===== src/hw/clpr_defs.svh =====
// Register offsets, field layout and reset values of the launch and phase bank.
`ifndef CLPR_DEFS_SVH
`define CLPR_DEFS_SVH

`define CLPR_ADDR_W          4
`define CLPR_OFS_LAUNCH_ARG  4'h0
`define CLPR_OFS_PHASE_A     4'h1
`define CLPR_OFS_PHASE_B     4'h2
`define CLPR_OFS_FREQ_A      4'h3
`define CLPR_OFS_FREQ_B      4'h4
`define CLPR_OFS_MODE_A      4'h5
`define CLPR_OFS_MODE_B      4'h6
`define CLPR_LAUNCH_W        16
`define CLPR_LAUNCH_KEEP     16'hFFFC
`define CLPR_LAUNCH_RST      16'h0000
`define CLPR_PHASE_W         32
`define CLPR_PHASE_RST       32'h00000000
`define CLPR_FREQ_RST        32'h00000000
`define CLPR_MODE_W          3
`define CLPR_MODE_RST        3'h0

`endif


===== src/hw/clpr_pkg.sv =====
// Types shared by the launch-argument and phase accumulator bank.
package clpr_pkg;

	// Accumulation source selected by a counter's mode field.
	typedef enum logic [2:0] {
		CLPR_MODE_HOLD,
		CLPR_MODE_EVERY_CLK,
		CLPR_MODE_PRI_HIGH,
		CLPR_MODE_PRI_RISE,
		CLPR_MODE_PRI_FALL,
		CLPR_MODE_PRI_AND_SEC,
		CLPR_MODE_PRI_OR_SEC
	} clpr_mode_type;

endpackage : clpr_pkg


===== src/hw/clpr_pin_sync.sv =====
// Two-flop synchroniser for the counter input pins.
module clpr_pin_sync
	import clpr_pkg::*;
(
	input  wire logic       REF_CLK,
	input  wire logic       RST_B,
	input  wire logic [1:0] PIN_IN,
	output logic      [1:0] PIN_SYNC
);

	typedef struct packed {
		logic [1:0] meta;
		logic [1:0] sync;
	} clpr_sync_state_type;

	clpr_sync_state_type st_reg;
	clpr_sync_state_type st_next;

	always_comb begin
		st_next      = st_reg;
		st_next.meta = PIN_IN;
		st_next.sync = st_reg.meta;
	end

	always_ff @(posedge REF_CLK or negedge RST_B) begin
		if (!RST_B) begin
			st_reg <= '0;
		end else begin
			st_reg <= st_next;
		end
	end

	assign PIN_SYNC = st_reg.sync;

endmodule : clpr_pin_sync


===== src/hw/clpr_phase_ctr.sv =====
// One counter module: mode decode and phase accumulation.
`include "clpr_defs.svh"
module clpr_phase_ctr
	import clpr_pkg::*;
(
	input  wire logic                     REF_CLK,
	input  wire logic                     RST_B,
	input  wire logic [`CLPR_MODE_W-1:0]  MODE,
	input  wire logic [`CLPR_PHASE_W-1:0] FREQ,
	input  wire logic                     PRI_PIN,
	input  wire logic                     SEC_PIN,
	input  wire logic                     WR_EN,
	input  wire logic [`CLPR_PHASE_W-1:0] WR_DATA,
	output logic      [`CLPR_PHASE_W-1:0] PHASE
);

	typedef struct packed {
		logic [`CLPR_PHASE_W-1:0] phase;
		logic                     pri_last;
	} clpr_ctr_state_type;

	clpr_ctr_state_type st_reg;
	clpr_ctr_state_type st_next;
	logic               add_en;

	always_comb begin
		case (clpr_mode_type'(MODE))
			CLPR_MODE_EVERY_CLK:   add_en = 1'b1;
			CLPR_MODE_PRI_HIGH:    add_en = PRI_PIN;
			CLPR_MODE_PRI_RISE:    add_en = PRI_PIN & ~st_reg.pri_last;
			CLPR_MODE_PRI_FALL:    add_en = ~PRI_PIN & st_reg.pri_last;
			CLPR_MODE_PRI_AND_SEC: add_en = PRI_PIN & SEC_PIN;
			CLPR_MODE_PRI_OR_SEC:  add_en = PRI_PIN | SEC_PIN;
			default:               add_en = 1'b0;
		endcase
	end

	always_comb begin
		st_next          = st_reg;
		st_next.pri_last = PRI_PIN;
		if (WR_EN) begin
			// A direct write discards any accumulation due this cycle.
			st_next.phase = WR_DATA;
		end else if (add_en) begin
			st_next.phase = st_reg.phase + FREQ;
		end
	end

	always_ff @(posedge REF_CLK or negedge RST_B) begin
		if (!RST_B) begin
			st_reg <= '0;
		end else begin
			st_reg <= st_next;
		end
	end

	assign PHASE = st_reg.phase;

endmodule : clpr_phase_ctr


===== src/hw/clpr_core_regs.sv =====
// Per-core launch-argument register and the two counter phase registers.
//
// Operation
// - Launch loads launch argument from command field.
// - Launch argument keeps 14 bits, low two zero.
// - Launch argument is read-only to instructions.
// - Two identical counters A and B per core.
// - Phase registers readable and writable like others.
// - Phase may add frequency every system clock.
// - Mode selects hold or pin/clock-paced accumulation.
// - Direct phase write overrides same-cycle accumulation.
`include "clpr_defs.svh"
module clpr_core_regs
	import clpr_pkg::*;
(
	input  wire logic                     REF_CLK,
	input  wire logic                     RST_B,
	input  wire logic [`CLPR_ADDR_W-1:0]  ADDR,
	input  wire logic [31:0]              WDATA,
	input  wire logic                     WR,
	input  wire logic                     RD,
	output logic      [31:0]              RDATA,
	input  wire logic                     LAUNCH,
	input  wire logic [`CLPR_LAUNCH_W-1:0] LAUNCH_PARAM,
	input  wire logic [1:0]               PIN_A,
	input  wire logic [1:0]               PIN_B
);

	typedef struct packed {
		logic [`CLPR_LAUNCH_W-1:0] launch_arg;
		logic [31:0]               freq_a;
		logic [31:0]               freq_b;
		logic [`CLPR_MODE_W-1:0]   mode_a;
		logic [`CLPR_MODE_W-1:0]   mode_b;
		logic [31:0]               rdata;
	} clpr_core_state_type;

	// One flag per register index; write and read paths share this decode.
	typedef struct packed {
		logic launch_arg;
		logic phase_a;
		logic phase_b;
		logic freq_a;
		logic freq_b;
		logic mode_a;
		logic mode_b;
	} clpr_sel_type;

	clpr_core_state_type     st_reg;
	clpr_core_state_type     st_next;
	clpr_sel_type            sel;
	logic [1:0]              ctr_pins  [2];
	logic [`CLPR_MODE_W-1:0] ctr_mode  [2];
	logic [31:0]             ctr_freq  [2];
	logic                    ctr_wr    [2];
	logic [31:0]             ctr_phase [2];

	////////////////////////////////////////////////////////////////////////

	// Unmapped indices leave every flag low, so they read back as zero.
	always_comb begin
		sel = '0;
		if (ADDR == `CLPR_OFS_LAUNCH_ARG) begin
			sel.launch_arg = 1'b1;
		end else if (ADDR == `CLPR_OFS_PHASE_A) begin
			sel.phase_a = 1'b1;
		end else if (ADDR == `CLPR_OFS_PHASE_B) begin
			sel.phase_b = 1'b1;
		end else if (ADDR == `CLPR_OFS_FREQ_A) begin
			sel.freq_a = 1'b1;
		end else if (ADDR == `CLPR_OFS_FREQ_B) begin
			sel.freq_b = 1'b1;
		end else if (ADDR == `CLPR_OFS_MODE_A) begin
			sel.mode_a = 1'b1;
		end else if (ADDR == `CLPR_OFS_MODE_B) begin
			sel.mode_b = 1'b1;
		end
	end

	////////////////////////////////////////////////////////////////////////

	assign ctr_pins[0] = PIN_A;
	assign ctr_pins[1] = PIN_B;
	assign ctr_mode[0] = st_reg.mode_a;
	assign ctr_mode[1] = st_reg.mode_b;
	assign ctr_freq[0] = st_reg.freq_a;
	assign ctr_freq[1] = st_reg.freq_b;
	assign ctr_wr[0]   = WR && sel.phase_a;
	assign ctr_wr[1]   = WR && sel.phase_b;

	// Both counters are the same pair of modules, differing only in wiring.
	for (genvar i = 0; i < 2; i++) begin : g_ctr
		logic [1:0] pin_sync;

		// The pins are asynchronous, so only the second flop is read.
		clpr_pin_sync u_sync (
			.REF_CLK  (REF_CLK),
			.RST_B    (RST_B),
			.PIN_IN   (ctr_pins[i]),
			.PIN_SYNC (pin_sync)
		);

		clpr_phase_ctr u_ctr (
			.REF_CLK (REF_CLK),
			.RST_B   (RST_B),
			.MODE    (ctr_mode[i]),
			.FREQ    (ctr_freq[i]),
			.PRI_PIN (pin_sync[0]),
			.SEC_PIN (pin_sync[1]),
			.WR_EN   (ctr_wr[i]),
			.WR_DATA (WDATA),
			.PHASE   (ctr_phase[i])
		);
	end

	////////////////////////////////////////////////////////////////////////

	always_comb begin
		st_next       = st_reg;
		st_next.rdata = 32'h00000000;
		if (LAUNCH) begin
			st_next.launch_arg = LAUNCH_PARAM & `CLPR_LAUNCH_KEEP;
		end
		// Bus writes never reach the launch argument; it has no write arm.
		if (WR) begin
			if (sel.freq_a) begin
				st_next.freq_a = WDATA;
			end else if (sel.freq_b) begin
				st_next.freq_b = WDATA;
			end else if (sel.mode_a) begin
				st_next.mode_a = WDATA[`CLPR_MODE_W-1:0];
			end else if (sel.mode_b) begin
				st_next.mode_b = WDATA[`CLPR_MODE_W-1:0];
			end
		end
		if (RD) begin
			if (sel.launch_arg) begin
				st_next.rdata = {16'h0000, st_reg.launch_arg};
			end else if (sel.phase_a) begin
				st_next.rdata = ctr_phase[0];
			end else if (sel.phase_b) begin
				st_next.rdata = ctr_phase[1];
			end else if (sel.freq_a) begin
				st_next.rdata = st_reg.freq_a;
			end else if (sel.freq_b) begin
				st_next.rdata = st_reg.freq_b;
			end else if (sel.mode_a) begin
				st_next.rdata = {29'h0, st_reg.mode_a};
			end else if (sel.mode_b) begin
				st_next.rdata = {29'h0, st_reg.mode_b};
			end
		end
	end

	always_ff @(posedge REF_CLK or negedge RST_B) begin
		if (!RST_B) begin
			st_reg <= '0;
		end else begin
			st_reg <= st_next;
		end
	end

	assign RDATA = st_reg.rdata;

endmodule : clpr_core_regs


===== config.mk =====
export PLATFORM = sky130hd
export DESIGN_NAME = clpr_core_regs
export DESIGN_NICKNAME = d
export VERILOG_FILES = /design/src/hw/clpr_pkg.sv /design/src/hw/clpr_pin_sync.sv /design/src/hw/clpr_phase_ctr.sv /design/src/hw/clpr_core_regs.sv
export VERILOG_INCLUDE_DIRS = /design/src /design/src/hw
export SDC_FILE = /design/constraint.sdc
export NUM_CORES = 1
export LEC_CHECK = 0
export BUFFER_PORTS_ARGS = -buffer_cell sky130_fd_sc_hd__buf_2
export CAP_MARGIN = 40
export CORE_UTILIZATION = 50
export CTS_BUF_LIST = sky130_fd_sc_hd__clkbuf_8
export CTS_CLUSTER_DIAMETER = 200
export DETAILED_ROUTE_END_ITERATION = 7
export PLACE_DENSITY = 0.71
export SYNTH_ARGS = -nofsm -noshare
export SYNTH_HDL_FRONTEND = slang
export SYNTH_SLANG_ARGS = --single-unit

===== constraint.sdc =====
create_clock -name REF_CLK -period 2.5 [get_ports REF_CLK]
set_input_delay 0.25 -clock REF_CLK [delete_from_list [all_inputs] [get_ports REF_CLK]]
set_output_delay 0.25 -clock REF_CLK [all_outputs]
set_load 0.05 [all_outputs]

# Yosys cells after proc, flatten, opt, wreduce, memory -nomap -nowiden
# Index checks and enable logic that the tools add are counted.
dict set report op_classes {
  addsub 2
  multipliers 0
  div_mod_pow 0
  magnitude_cmp 0
  eq_ne 18
  shifts 0
  muxes 27
  n_bitwise 15
  n_reduce_logical 9
}
# cell count
set ops {}
lappend ops {{$mux W32} 10}
lappend ops {{$add A32 B32 Y32} 2}
lappend ops {{$eq A3 B3 Y1 const B} 6}
lappend ops {{$eq A3 B2 Y1 const B} 4}
lappend ops {{$eq A4 B3 Y1 const B} 3}
lappend ops {{$pmux W1 S6} 2}
lappend ops {{$mux W3} 3}
lappend ops {{$eq A4 B2 Y1 const B} 2}
lappend ops {{$mux W1} 8}
lappend ops {{$not A1 Y1} 7}
lappend ops {{$and A1 B1 Y1} 6}
lappend ops {{$eq A3 B1 Y1 const B} 2}
lappend ops {{$mux W6} 1}
lappend ops {{$mux W5} 1}
lappend ops {{$reduce_and A5 Y1} 1}
lappend ops {{$eq A4 B1 Y1 const B} 1}
lappend ops {{$logic_not A4 Y1} 1}
lappend ops {{$mux W4} 1}
lappend ops {{$reduce_and A4 Y1} 1}
lappend ops {{$reduce_bool A2 Y1} 2}
lappend ops {{$reduce_and A3 Y1} 1}
lappend ops {{$logic_and A1 B1 Y1} 2}
lappend ops {{$mux W2} 1}
lappend ops {{$or A1 B1 Y1} 2}
lappend ops {{$reduce_and A2 Y1} 1}
dict set report word_totals {
  reg_bits 190
  latch_bits 0
  ramBits 0
  romBits 0
  input_bits 61
  out_inout_bits 32
  wordCells 85
  mem_count 0
}

# Longest topological paths before layout
# Gate-level depths: netlist of the first run.
dict set report depth {
  word_depth 16
  ltp_mapped 12
  mapped_depth_nobuf 12
}

# Cells and area by module
# Synthesis of the first run repeated with hierarchy kept, for this count alone.
dict set report hier_totals {
  cells_unflattened 1330
  hier_area_um2 12966.2
}
# module n_inst cells_each area_each_um2 seq_area_each_um2
set by_module_without_submodules {}
lappend by_module_without_submodules {clpr_phase_ctr 2 422 3520.9 825.8}
lappend by_module_without_submodules {clpr_core_regs 1 478 5724.2 2902.8}
lappend by_module_without_submodules {clpr_pin_sync 2 4 100.1 100.1}

# Least setup slack after synthesis of the first run
# Ideal clock, no wire load.
dict set report synth_timing {
  path_kind {reg-to-reg}
  startpoint {register st_reg, in the netlist ctr_freq[0]}
  endpoint {register g_ctr[1].u_ctr.st_reg, in the netlist g_ctr[1].u_ctr.PHASE[30]}
  setup_ps 141
  t_arrival_ps 2627
  required_ps 2359
  path_slack_ps -268
  stages_incl_launch_ff 13
  path_buffers 0
  period_less_slack_ps 2768
  path_cell_list {dfrtp_1 > ha_1 > inv_1 > fa_1 > nand2b_1 > a2111oi_1 > nor3_1 > o21ai_2 > a21oi_1 > o21ai_1 > a221o_1 > mux2i_1 > a31oi_1}
}
dict set report synth_via {
  elab_chain_cells 3
}
# item line
set synth_rtl {}
lappend synth_rtl {{from (decl)} clpr_core_regs.sv:49} ;# clpr_core_state_type st_reg;
lappend synth_rtl {{from (signal assigned)} clpr_core_regs.sv:159} ;# st_reg <= st_next;
lappend synth_rtl {{$add A32 B32 Y32} clpr_phase_ctr.sv:45} ;# st_next.phase = st_reg.phase + FREQ;
lappend synth_rtl {{$mux W32} clpr_phase_ctr.sv:44} ;# end else if (add_en) begin
lappend synth_rtl {{$mux W32} clpr_phase_ctr.sv:41} ;# if (WR_EN) begin
lappend synth_rtl {{to (signal assigned)} clpr_phase_ctr.sv:53} ;# st_reg <= st_next;
lappend synth_rtl {{to (decl)} clpr_phase_ctr.sv:22} ;# clpr_ctr_state_type st_reg;
# No other way between the ends. The select of a mux whose other input is x is not followed.
# A chain may end at the register's enable or synchronous reset.

# Worst setup path after layout of the first run
dict set report layout_timing {
  startpoint {register st_reg, in the netlist ctr_freq[7]}
  endpoint {register g_ctr[1].u_ctr.st_reg, in the netlist g_ctr[1].u_ctr.PHASE[28]}
}
# Same word-level chain as after synthesis.

==> results of run 1 <==
synth_stat cells (17+ instances only):
cell type,n
inv_1,22
nor2_1,161
dfrtp_1,190
ha_1,62
xnor2_1,23
buf_4,33
clkbuf_1,45
mux2_2,85
a21o_1,28
mux2i_1,29
nor3_1,17
nand3_1,17
nand2_1,78
o21ai_0,53
xor2_1,23
a21oi_1,151
critical path: stages (launching register included):
cell and delay (ns):
dfrtp_1 0.43, ha_4 0.28, a21oi_2 0.15, o211ai_1 0.14
nor3_2 0.33, o21ai_2 0.13, a211o_1 0.29, a221o_1 0.34
a21oi_2 0.17, mux2i_1 0.22, a31oi_1 0.10
where the power goes:
part | switching [W] | internal [W]
Combinational | 0.00525 | 0.00526
Clock | 0.00119 | 0.000836
Sequential | 0.000760 | 0.00392
Total | 0.00720 | 0.0100
what timing repair did:
| action | CTS | global route |
|---|---|---|
| gates resized for setup | 54 | 47 |
| buffers inserted | 14 | 13 |
| pin swaps | 43 | 52 |
| endpoints found under the setup margin | 32 | 33 |
| hold buffers | 17 | 0 |
| endpoints found under the hold margin | 84 | 0 |
area by class of cell:
type                       count  area [um^2]
antenna                        2         5.00
clock buffer                  18          248
clock inverter                14          133
fill                        1794         7860
inverter                      22         82.6
multi-input combinational    934         7080
sequential                   190         4760
tap                          313          392
timing repair buffer         311         2220
per-layer routing:
metal	up-vias	global-route usage	part of all wire
met2	363	0.455	0.45
li1	4925	-	-
met5	-	0	0
met3	65	0.0655	0.075
met4	0	0.0981	0.024
met1	5187	0.413	0.45
cells by family after synthesis:
family,after synthesis,share of synthesized area
multiplexers,114,0.107
buffers and inverters,115,0.0475
AND/OR/NAND/NOR,329,0.123
AO/OA/AOI/OAI,381,0.212
adder cells (fa/ha/maj),64,0.0698
XOR/XNOR,46,0.0345
flip-flops,190,0.407
how the worst max path moves through the flow:
stage / cells after the start / slack [ns] / start / end
floorplan: 12 / -0.06 / ctr_freq[0] / g_ctr[1].u_ctr.PHASE[30]
global placement: 10 / -0.18 / ctr_freq[42] / g_ctr[0].u_ctr.PHASE[31]
detailed placement: 10 / -0.30 / ctr_freq[33] / g_ctr[0].u_ctr.PHASE[31]
CTS: 12 / -0.17 / ctr_freq[32] / g_ctr[0].u_ctr.PHASE[26]
global route: 10 / -0.34 / ctr_freq[7] / g_ctr[1].u_ctr.PHASE[28]
finish: 10 / -0.24 / ctr_freq[7] / g_ctr[1].u_ctr.PHASE[28]
through the flow:
stage	power, W	setup slack [ns]	utilization	hold WS (ns)
final	0.0172	-0.236	0.655	0.0364
after global routing	0.0184	-0.342	0.655	0.0111
after CTS	0.0165	-0.168	0.642	0.0123
after detailed placement	0.0137	-0.299	0.599	0.309
after global placement	0.0134	-0.181	0.599	0.309
after floorplan	0.0105	-0.0621	-	-0.0456
==> results by group, run 1 <==
Status
  • Run status: finished with violations
  • Failing checks: setup timing

Global route
  • GRT Total Usage: 0.296
  • Largest net degree at the start of global routing: 73
  • Vias in the first global route: 10.3k
  • Global-route wire length before repair: 54.7 mm
  • Initial antenna violation count: 2
  • Gr ovfl total: 0

Route
  • Initial DRC count: 891
  • Number of antenna-violating nets in the routed design: 0
  • Aggregate routed wire length: 35.0 mm
  • Vias per cell: 5.84
  • Via count: 10.5k
  • DRT Pass-1 Iters: 5
  • DR DRC count: 0
  • WL/cell: 19.4 um

CTS
  • Clk buf depth: 2
  • Clock root buffer: clkbuf_8
  • H-Tree Depth: 4
  • CTS tree: built
  • CTS Sinks: 190
  • Clock Latency Late Sink: 0.48 ns
  • CTS clk-pin slew, worst paths: 0.11 ns
  • Clock buffer count from CTS: 17

Worst setup path
  • CP Launch Type: flip-flop
  • Worst r2r dst: g_ctr[1].u_ctr.PHASE[28]
  • Nature of the critical path endpoint: flip-flop
  • Crit path arrival time: 3.06 ns
  • CP max FO: 4
  • Req. time, crit path: 2.82 ns
  • Worst Reg-to-Reg Cells: 10
  • Kind of critical path: flip-flop to flip-flop
  • Worst R2R Setup Slack: -0.24 ns
  • Reg2reg start: ctr_freq[7]

Logic synthesis
  • Largest cells by area after synthesis: dfrtp_1 (41%), mux2_2 (8.2%), ha_1 (6.6%)
  • Post-synth top area cell: dfrtp_1
  • Synth top area share: 0.407
  • Post-synthesis sequential area ratio: 0.407
  • Synth unique cells: 69
  • Avg Inst Size Synth: 9.43 um^2
  • Netlist Area Pre-Place: 0.0117 mm^2
  • Number of synthesized flops with an enable pin: 0
  • Ys async rst share: 1.00
  • Synth Instances: 1239
  • Seq cells post-synth: 190
  • Ys flop type: dfrtp_1
  • Post-Syn Nets: 1364
  • Yosys warnings: 0

Hold path
  • Worst hold path class: input pin to flip-flop
  • Cells on Worst Hold Path: 2
  • Worst Min Path Start: LAUNCH_PARAM[9]
  • End of the worst hold path: st_reg[111]

Placement
  • Post-placement cell count: 1729
  • # port buffers: 90
  • Placed wire-length estimate: 25.3 mm
  • Placed Instance Area: 0.0137 mm^2
  • RePlAce Congestion: 0.914

STA
  • RSZ-0062 raised after global routing: yes
  • Fin crit period: 2.74 ns
  • Setup WS post-layout: -0.236 ns
  • Max Fclk: 365 MHz
  • Max Slew Vio Count: 0
  • Hold Fails Final Rpt: 0
  • Worst-Margin Slew: 0.609 ns
  • Final period util: 1.09
  • Max_slew headroom: 0.594
  • Worst Skew: 0.0189 ns
  • Fin Setup TNS: -2.43 ns
  • Setup violators final: 23

Die
  • Die width: 155 um
  • Core Footprint: 0.0228 mm^2
  • Die area: 0.0240 mm^2
  • Core Rows: 55
  • Die Ht: 155 um
  • Initial core utilization: 0.513
  • Io pins: 93

Layout
  • Area growth syn-to-layout: 27.6%
  • Most used cells in the layout excluding fill and tap cells: buf_4 (197), dfrtp_1 (187), nor2_1 (158), a21oi_1 (133), buf_2 (89)
  • Commonest non-fill, non-tap cell in the layout: buf_4
  • Layout cell share with drive strength beyond 1: 0.351
  • Design area: 0.0149 mm^2
  • Nets: 1601
  • Non-Filler Instances: 1804

Pwr
  • Pwr Density: 1150 mW/mm^2
  • Lkg Pwr: 6.90 nW
  • Worst vdd ir: 0.510 mV

Job
  • Max Cap Viol: 0
Power figures use the tool's default switching activity.
==> inputs of run 2 (changes only) <==
==> constraint.sdc (replaced) <==
create_clock -name REF_CLK -period 2.5 [get_ports REF_CLK]
set_input_delay 0.375 -clock REF_CLK [delete_from_list [all_inputs] [get_ports REF_CLK]]
set_output_delay 0.375 -clock REF_CLK [all_outputs]
set_load 0.05 [all_outputs]
==> run 2 against run 1 <==
Net effect:
- the run still ends with setup timing left
- worst hold slack better by 0.062 ns
- clock power is 4% higher
- critical endpoint is now g_ctr[0].u_ctr.PHASE[26]
- largest power group unchanged
- sequential power hardly changed
- clock skew is 0.00091 ns higher
- worst setup slack worse by 0.024 ns
- cell count is 0.28% higher
- cell area is 1.3% higher
- power is 4.1% higher
- non-clock buffer count is 5 higher
==> results by group, run 2 (synthesis gave the netlist of run 1 again) <==
Pwr
  • Pwr Density: 1190 mW/mm^2 (was 1150 mW/mm^2)
  • Lkg Pwr: 6.96 nW (was 6.90 nW)
  • Worst vdd ir: 0.574 mV (was 0.510 mV)

STA
  • Worst Skew: 0.0198 ns (was 0.0189 ns)
  • RSZ-0062 raised after global routing: yes (unchanged)
  • Setup WS post-layout: -0.260 ns (was -0.236 ns)
  • Fin crit period: 2.76 ns (was 2.74 ns)
  • Final period util: 1.10 (was 1.09)
  • Max_slew headroom: 0.623 (was 0.594)
  • Max Slew Vio Count: 0 (unchanged)
  • Hold Fails Final Rpt: 0 (unchanged)
  • Setup violators final: 26 (was 23)
  • Worst-Margin Slew: 0.565 ns (was 0.609 ns)
  • Max Fclk: 362 MHz (was 365 MHz)

Worst setup path
  • Worst Reg-to-Reg Cells: 12 (was 10)
  • Nature of the critical path endpoint: flip-flop (unchanged)
  • Worst R2R Setup Slack: -0.26 ns (was -0.24 ns)
  • Reg2reg start: ctr_freq[32] (was ctr_freq[7])
  • CP Launch Type: flip-flop (unchanged)
  • Kind of critical path: flip-flop to flip-flop (unchanged)
  • Req. time, crit path: 2.92 ns (was 2.82 ns)
  • Crit path arrival time: 3.18 ns (was 3.06 ns)
  • CP max FO: 4 (unchanged)
  • Worst r2r dst: g_ctr[0].u_ctr.PHASE[26] (was g_ctr[1].u_ctr.PHASE[28])

Hold path
  • Worst hold path class: input pin to flip-flop (unchanged)
  • End of the worst hold path: st_reg[113] (was st_reg[111])
  • Cells on Worst Hold Path: 2 (unchanged)
  • Worst Min Path Start: LAUNCH_PARAM[11] (was LAUNCH_PARAM[9])

Status
  • Run status: finished with violations (unchanged)
  • Failing checks: setup timing (unchanged)

Die
  • Die area: 0.0240 mm^2 (unchanged)
  • Core Rows: 55 (unchanged)
  • Die Ht: 155 um (unchanged)
  • Io pins: 93 (unchanged)
  • Initial core utilization: 0.513 (unchanged)
  • Core Footprint: 0.0228 mm^2 (unchanged)
  • Die width: 155 um (unchanged)

Layout
  • Nets: 1606 (was 1601)
  • Reg area: 0.00475 mm^2 (was 0.00476 mm^2)
  • Multi-input gate area: 0.00724 mm^2 (was 0.00708 mm^2)
  • Commonest non-fill, non-tap cell in the layout: buf_4 (unchanged)
  • Most used cells in the layout excluding fill and tap cells: buf_4 (205), dfrtp_1 (190), nor2_1 (158), a21oi_1 (131), buf_2 (89) (was buf_4 (197), dfrtp_1 (187), nor2_1 (158), a21oi_1 (133), buf_2 (89))
  • Layout cell share with drive strength beyond 1: 0.371 (was 0.351)
  • Non-Filler Instances: 1809 (was 1804)
  • Fillers: 1720 (was 1794)
  • Area growth syn-to-layout: 29.3% (was 27.6%)
  • Design area: 0.0151 mm^2 (was 0.0149 mm^2)
  • Utilization after layout: 0.664 (was 0.655)

Global route
  • Initial antenna violation count: 2 (unchanged)
  • GRT busiest layer: met2 (unchanged)
  • Largest net degree at the start of global routing: 63 (was 73)
  • GRT met1 Usage: 0.433 (was 0.413)
  • Global-route wire length before repair: 55.1 mm (was 54.7 mm)
  • Grt met3 use: 0.0596 (was 0.0655)
  • Vias in the first global route: 10.2k (was 10.3k)
  • Gr ovfl total: 0 (unchanged)
  • Global Route met2 Usage: 0.462 (was 0.455)
  • GRT Total Usage: 0.301 (was 0.296)

CTS
  • Clock Latency Late Sink: 0.50 ns (was 0.48 ns)
  • Clk buf depth: 2 (unchanged)
  • Clock root buffer: clkbuf_8 (unchanged)
  • H-Tree Depth: 4 (unchanged)
  • CTS tree: built (unchanged)
  • CTS Sinks: 190 (unchanged)
  • Clock buffer count from CTS: 17 (unchanged)
  • CTS clk-pin slew, worst paths: 0.12 ns (was 0.11 ns)

Route
  • Number of antenna-violating nets in the routed design: 0 (unchanged)
  • DRT Pass-1 Iters: 6 (was 5)
  • DR DRC count: 0 (unchanged)
  • Via count: 10.7k (was 10.5k)
  • Initial DRC count: 1039 (was 891)
  • Vias per cell: 5.93 (was 5.84)
  • Aggregate routed wire length: 36.1 mm (was 35.0 mm)
  • WL/cell: 20.0 um (was 19.4 um)

Placement
  • Placed wire-length estimate: 25.3 mm (about the same)
  • RePlAce Congestion: 0.921 (was 0.914)
  • Placed Instance Area: 0.0137 mm^2 (about the same)
  • # port buffers: 90 (unchanged)
  • Post-placement cell count: 1735 (was 1729)

Job
  • Max Cap Viol: 0 (unchanged)
[run 2: routing by layer]
| layer | vias up | routed length, um |
|---|---|---|
| li1 | 4935 | - |
| met1 | 5284 | 16100 |
| met2 | 450 | 16400 |
| met3 | 53 | 2930 |
| met4 | 0 | 635 |
| met5 | - | 0 |
[run 2: cell type report]
cell class	count	area share
flip-flops and latches	190	0.315
inverters	22	0.00546
clock buffers	17	0.0155
clock inverters	15	0.0100
well taps	313	0.0259
repair buffers	316	0.149
diodes	2	0.000331
multi-input cells	934	0.479
[run 2: timing repair]
item / CTS / global route
endpoints found under the hold margin: 63 / 0
buffers inserted: 20 / 22
setup endpoints to repair: 30 / 37
hold buffers: 5 / 0
pin swaps: 52 / 77
gates resized for setup: 53 / 82
[run 2: power by group]
part / leakage [nW] / switching [W] / internal, W
registers: 2.34 / 0.000769 / 0.00391
clock network: 0.195 / 0.00127 / 0.000821
logic: 4.43 / 0.00554 / 0.00560
total: 6.96 / 0.00759 / 0.0103
[run 2: critical path, cell delays in order, from the launching register on]
cell and delay [ns]:
dfrtp_1 0.40, ha_2 0.21, inv_2 0.05, fa_2 0.36, or2b_1 0.25, a21o_1 0.21
a21oi_2 0.17, o31a_1 0.21, a21oi_2 0.10, nor2_1 0.10, o31a_1 0.14, mux2_4 0.31
a211oi_2 0.17
[run 2: worst max path at each step]
stage,slack [ns],to,cells after the start,start
after floorplan,-0.06,g_ctr[1].u_ctr.PHASE[30],12,ctr_freq[0]
after global placement,-0.20,g_ctr[0].u_ctr.PHASE[31],10,ctr_freq[35]
after detailed placement,-0.24,g_ctr[0].u_ctr.PHASE[31],10,g_ctr[0].u_ctr.PHASE[3]
after CTS,-0.21,g_ctr[0].u_ctr.PHASE[26],12,ctr_freq[32]
after global routing,-0.35,g_ctr[0].u_ctr.PHASE[26],12,ctr_freq[32]
final,-0.26,g_ctr[0].u_ctr.PHASE[26],12,ctr_freq[32]
[run 2: per-stage QoR]
| step | hold slack (ns) | TNS (ns) | worst slack [ns] | total power [W] |
|---|---|---|---|---|
| 3_3_place_gp | 0.334 | -2.57 | -0.204 | 0.0135 |
| 2_1_floorplan | 0.0794 | -0.109 | -0.0621 | 0.0105 |
| 5_1_grt | 0.0641 | -6.48 | -0.346 | 0.0191 |
| 3_5_place_dp | 0.342 | -3.68 | -0.243 | 0.0137 |
| 4_1_cts | 0.0842 | -2.19 | -0.214 | 0.0166 |
| 6_report | 0.0984 | -3.31 | -0.260 | 0.0179 |
==> inputs of run 3 (changes only) <==
--- a/config.mk
+++ b/config.mk
@@ -8,6 +8,7 @@
 export LEC_CHECK = 0
 export BUFFER_PORTS_ARGS = -buffer_cell sky130_fd_sc_hd__buf_2
 export CAP_MARGIN = 40
+export CORE_ASPECT_RATIO = 0.5
 export CORE_UTILIZATION = 50
 export CTS_BUF_LIST = sky130_fd_sc_hd__clkbuf_8
 export CTS_CLUSTER_DIAMETER = 200
==> constraint.sdc (replaced) <==
create_clock -name REF_CLK -period 2.5 [get_ports REF_CLK]
set_input_delay 0.125 -clock REF_CLK [delete_from_list [all_inputs] [get_ports REF_CLK]]
set_output_delay 0.125 -clock REF_CLK [all_outputs]
set_load 0.05 [all_outputs]
==> run 3 against run 2 <==
Net effect:
- the run still ends with setup timing left
- first-iteration DRC count decreased by 18%
- utilization grew 0.87 points
- die area is 0.15% higher
- power down 1.4%
- fmax fell by 1.2%
- combinational power barely moved
- worst setup slack got worse by 0.034 ns
- via count decreased by 0.42%
- highest routed layer unchanged
==> results by group, run 3 (synthesis gave the netlist of run 1 again) <==
Status
  • Run status: finished with violations (unchanged)
  • Failing checks: setup timing (unchanged)

Layout
  • Multi-input gate area: 0.00720 mm^2 (was 0.00724 mm^2)
  • Reg area: 0.00476 mm^2 (was 0.00475 mm^2)
  • Nets: 1632 (was 1606)
  • Fillers: 1760 (was 1720)
  • Utilization after layout: 0.672 (was 0.664)
  • Commonest non-fill, non-tap cell in the layout: dfrtp_1 (was buf_4)
  • Design area: 0.0154 mm^2 (was 0.0151 mm^2)
  • Layout cell share with drive strength beyond 1: 0.347 (was 0.371)
  • Area growth syn-to-layout: 31.7% (was 29.3%)
  • Most used cells in the layout excluding fill and tap cells: dfrtp_1 (189), buf_4 (187), nor2_1 (157), a21oi_1 (127), buf_2 (89) (was buf_4 (205), dfrtp_1 (190), nor2_1 (158), a21oi_1 (131), buf_2 (89))
  • Antenna diodes: 0 (was 2)

STA
  • Fin crit period: 2.79 ns (was 2.76 ns)
  • Worst Skew: 0.0149 ns (was 0.0198 ns)
  • Max Slew Vio Count: 0 (unchanged)
  • Setup violators final: 28 (was 26)
  • RSZ-0062 raised after global routing: yes (unchanged)
  • Max_slew headroom: 0.556 (was 0.623)
  • Hold Fails Final Rpt: 0 (unchanged)
  • Setup WS post-layout: -0.295 ns (was -0.260 ns)
  • Max Fclk: 358 MHz (was 362 MHz)
  • Worst-Margin Slew: 0.667 ns (was 0.565 ns)
  • Final period util: 1.12 (was 1.10)

CTS
  • H-Tree Depth: 4 (unchanged)
  • Clk buf depth: 2 (unchanged)
  • CTS tree: built (unchanged)
  • CTS clk-pin slew, worst paths: 0.11 ns (was 0.12 ns)
  • CTS Sinks: 190 (unchanged)
  • Clock buffer count from CTS: 17 (unchanged)
  • Clock Latency Late Sink: 0.52 ns (was 0.50 ns)
  • Clock root buffer: clkbuf_8 (unchanged)

Die
  • Die Ht: 110 um (was 155 um)
  • Core Rows: 39 (was 55)
  • Die width: 218 um (was 155 um)
  • Io pins: 93 (unchanged)
  • Initial core utilization: 0.511 (was 0.513)
  • Die area: 0.0240 mm^2 (about the same)
  • Core Footprint: 0.0229 mm^2 (was 0.0228 mm^2)

Route
  • Vias per cell: 5.84 (was 5.93)
  • DRT Pass-1 Iters: 5 (was 6)
  • Initial DRC count: 852 (was 1039)
  • Via count: 10.7k (about the same)
  • Number of antenna-violating nets in the routed design: 0 (unchanged)
  • WL/cell: 19.4 um (was 20.0 um)
  • DR DRC count: 0 (unchanged)
  • Aggregate routed wire length: 35.4 mm (was 36.1 mm)

Placement
  • Placed wire-length estimate: 24.6 mm (was 25.3 mm)
  • # port buffers: 90 (unchanged)
  • RePlAce Congestion: 0.982 (was 0.921)
  • Placed Instance Area: 0.0136 mm^2 (was 0.0137 mm^2)

Worst setup path
  • Nature of the critical path endpoint: flip-flop (unchanged)
  • CP Launch Type: flip-flop (unchanged)
  • Kind of critical path: flip-flop to flip-flop (unchanged)
  • Req. time, crit path: 2.94 ns (was 2.92 ns)
  • Crit path arrival time: 3.24 ns (was 3.18 ns)
  • CP max FO: 4 (unchanged)

Pwr
  • Pwr Density: 1150 mW/mm^2 (was 1190 mW/mm^2)
  • Lkg Pwr: 7.06 nW (was 6.96 nW)
  • Worst vdd ir: 0.515 mV (was 0.574 mV)

Global route
  • Vias in the first global route: 10.5k (was 10.2k)
  • Gr ovfl total: 0 (unchanged)
  • GRT Total Usage: 0.296 (was 0.301)
  • Initial antenna violation count: 0 (was 2)
  • Global-route wire length before repair: 54.7 mm (was 55.1 mm)
  • Largest net degree at the start of global routing: 75 (was 63)

Job
  • Max Cap Viol: 0 (unchanged)

Hold path
  • Worst hold path class: input pin to flip-flop (unchanged)
## run 3: final cells by class
cell class	instances	area share
clock buffer	19	0.0170
multi-input combinational	934	0.468
sequential	190	0.309
inverter	22	0.00537
clock inverter	13	0.00740
timing repair buffer	342	0.168
tap	307	0.0250
## run 3: final timing paths
kind	from	to	slack, ns	cells past startpoint
worst max-delay path	ctr_freq[32]	g_ctr[0].u_ctr.PHASE[28]	-0.29	13
worst min-delay path	LAUNCH	st_reg[109]	0.13	2
worst max register to register	ctr_freq[32]	g_ctr[0].u_ctr.PHASE[28]	-0.29	13
worst min register to register	g_ctr[0].u_sync.st_next[0]	g_ctr[0].u_sync.PIN_SYNC[0]	0.36	0
max in group asynchronous	RST_B	st_reg[104]	1.38	3
min in group asynchronous	RST_B	RDATA[28]	0.19	2
## run 3: metrics by stage
step	worst slack (ns)	cells	hold WS, ns	TNS [ns]	total power (W)
after floorplan	-0.0621	1239	-0.171	-0.109	0.0105
after global placement	-0.307	1715	0.184	-3.86	0.0135
after detailed placement	-0.381	1715	0.192	-5.34	0.0138
after CTS	-0.254	1817	0.0894	-2.73	0.0166
after global routing	-0.422	1827	0.119	-7.73	0.0188
final	-0.295	1827	0.126	-4.00	0.0177
## run 3: repair_timing
| action | CTS | global route |
|---|---|---|
| pin swaps | 59 | 36 |
| buffers inserted | 21 | 12 |
| hold endpoints to repair | 225 | 0 |
| hold buffers | 52 | 0 |
| resized for setup | 58 | 69 |
| endpoints found under the setup margin | 32 | 37 |
## run 3: power breakdown
| group | switching (W) | internal [W] |
|---|---|---|
| Clock | 0.00120 | 0.000841 |
| Sequential | 0.000744 | 0.00392 |
| Combinational | 0.00550 | 0.00546 |
## run 3: routing by layer
layer / GRT usage / wire (um) / up-vias
met5: 0 / 0 / -
met4: 0.121 / 1100 / 0
met3: 0.0436 / 1960 / 84
met2: 0.511 / 17300 / 385
met1: 0.379 / 15000 / 5222
li1: - / - / 4986
## run 3: critical path, stage by stage (launching register included)
cell and delay, ns:
dfrtp_1 0.43, ha_4 0.16, inv_2 0.04, fa_2 0.34, or2b_1 0.25, a21o_1 0.20
a21oi_4 0.21, o31a_1 0.25, a21oi_4 0.10, buf_4 0.16, o21bai_4 0.14, a311oi_2 0.12
xor2_1 0.16, a21oi_1 0.15
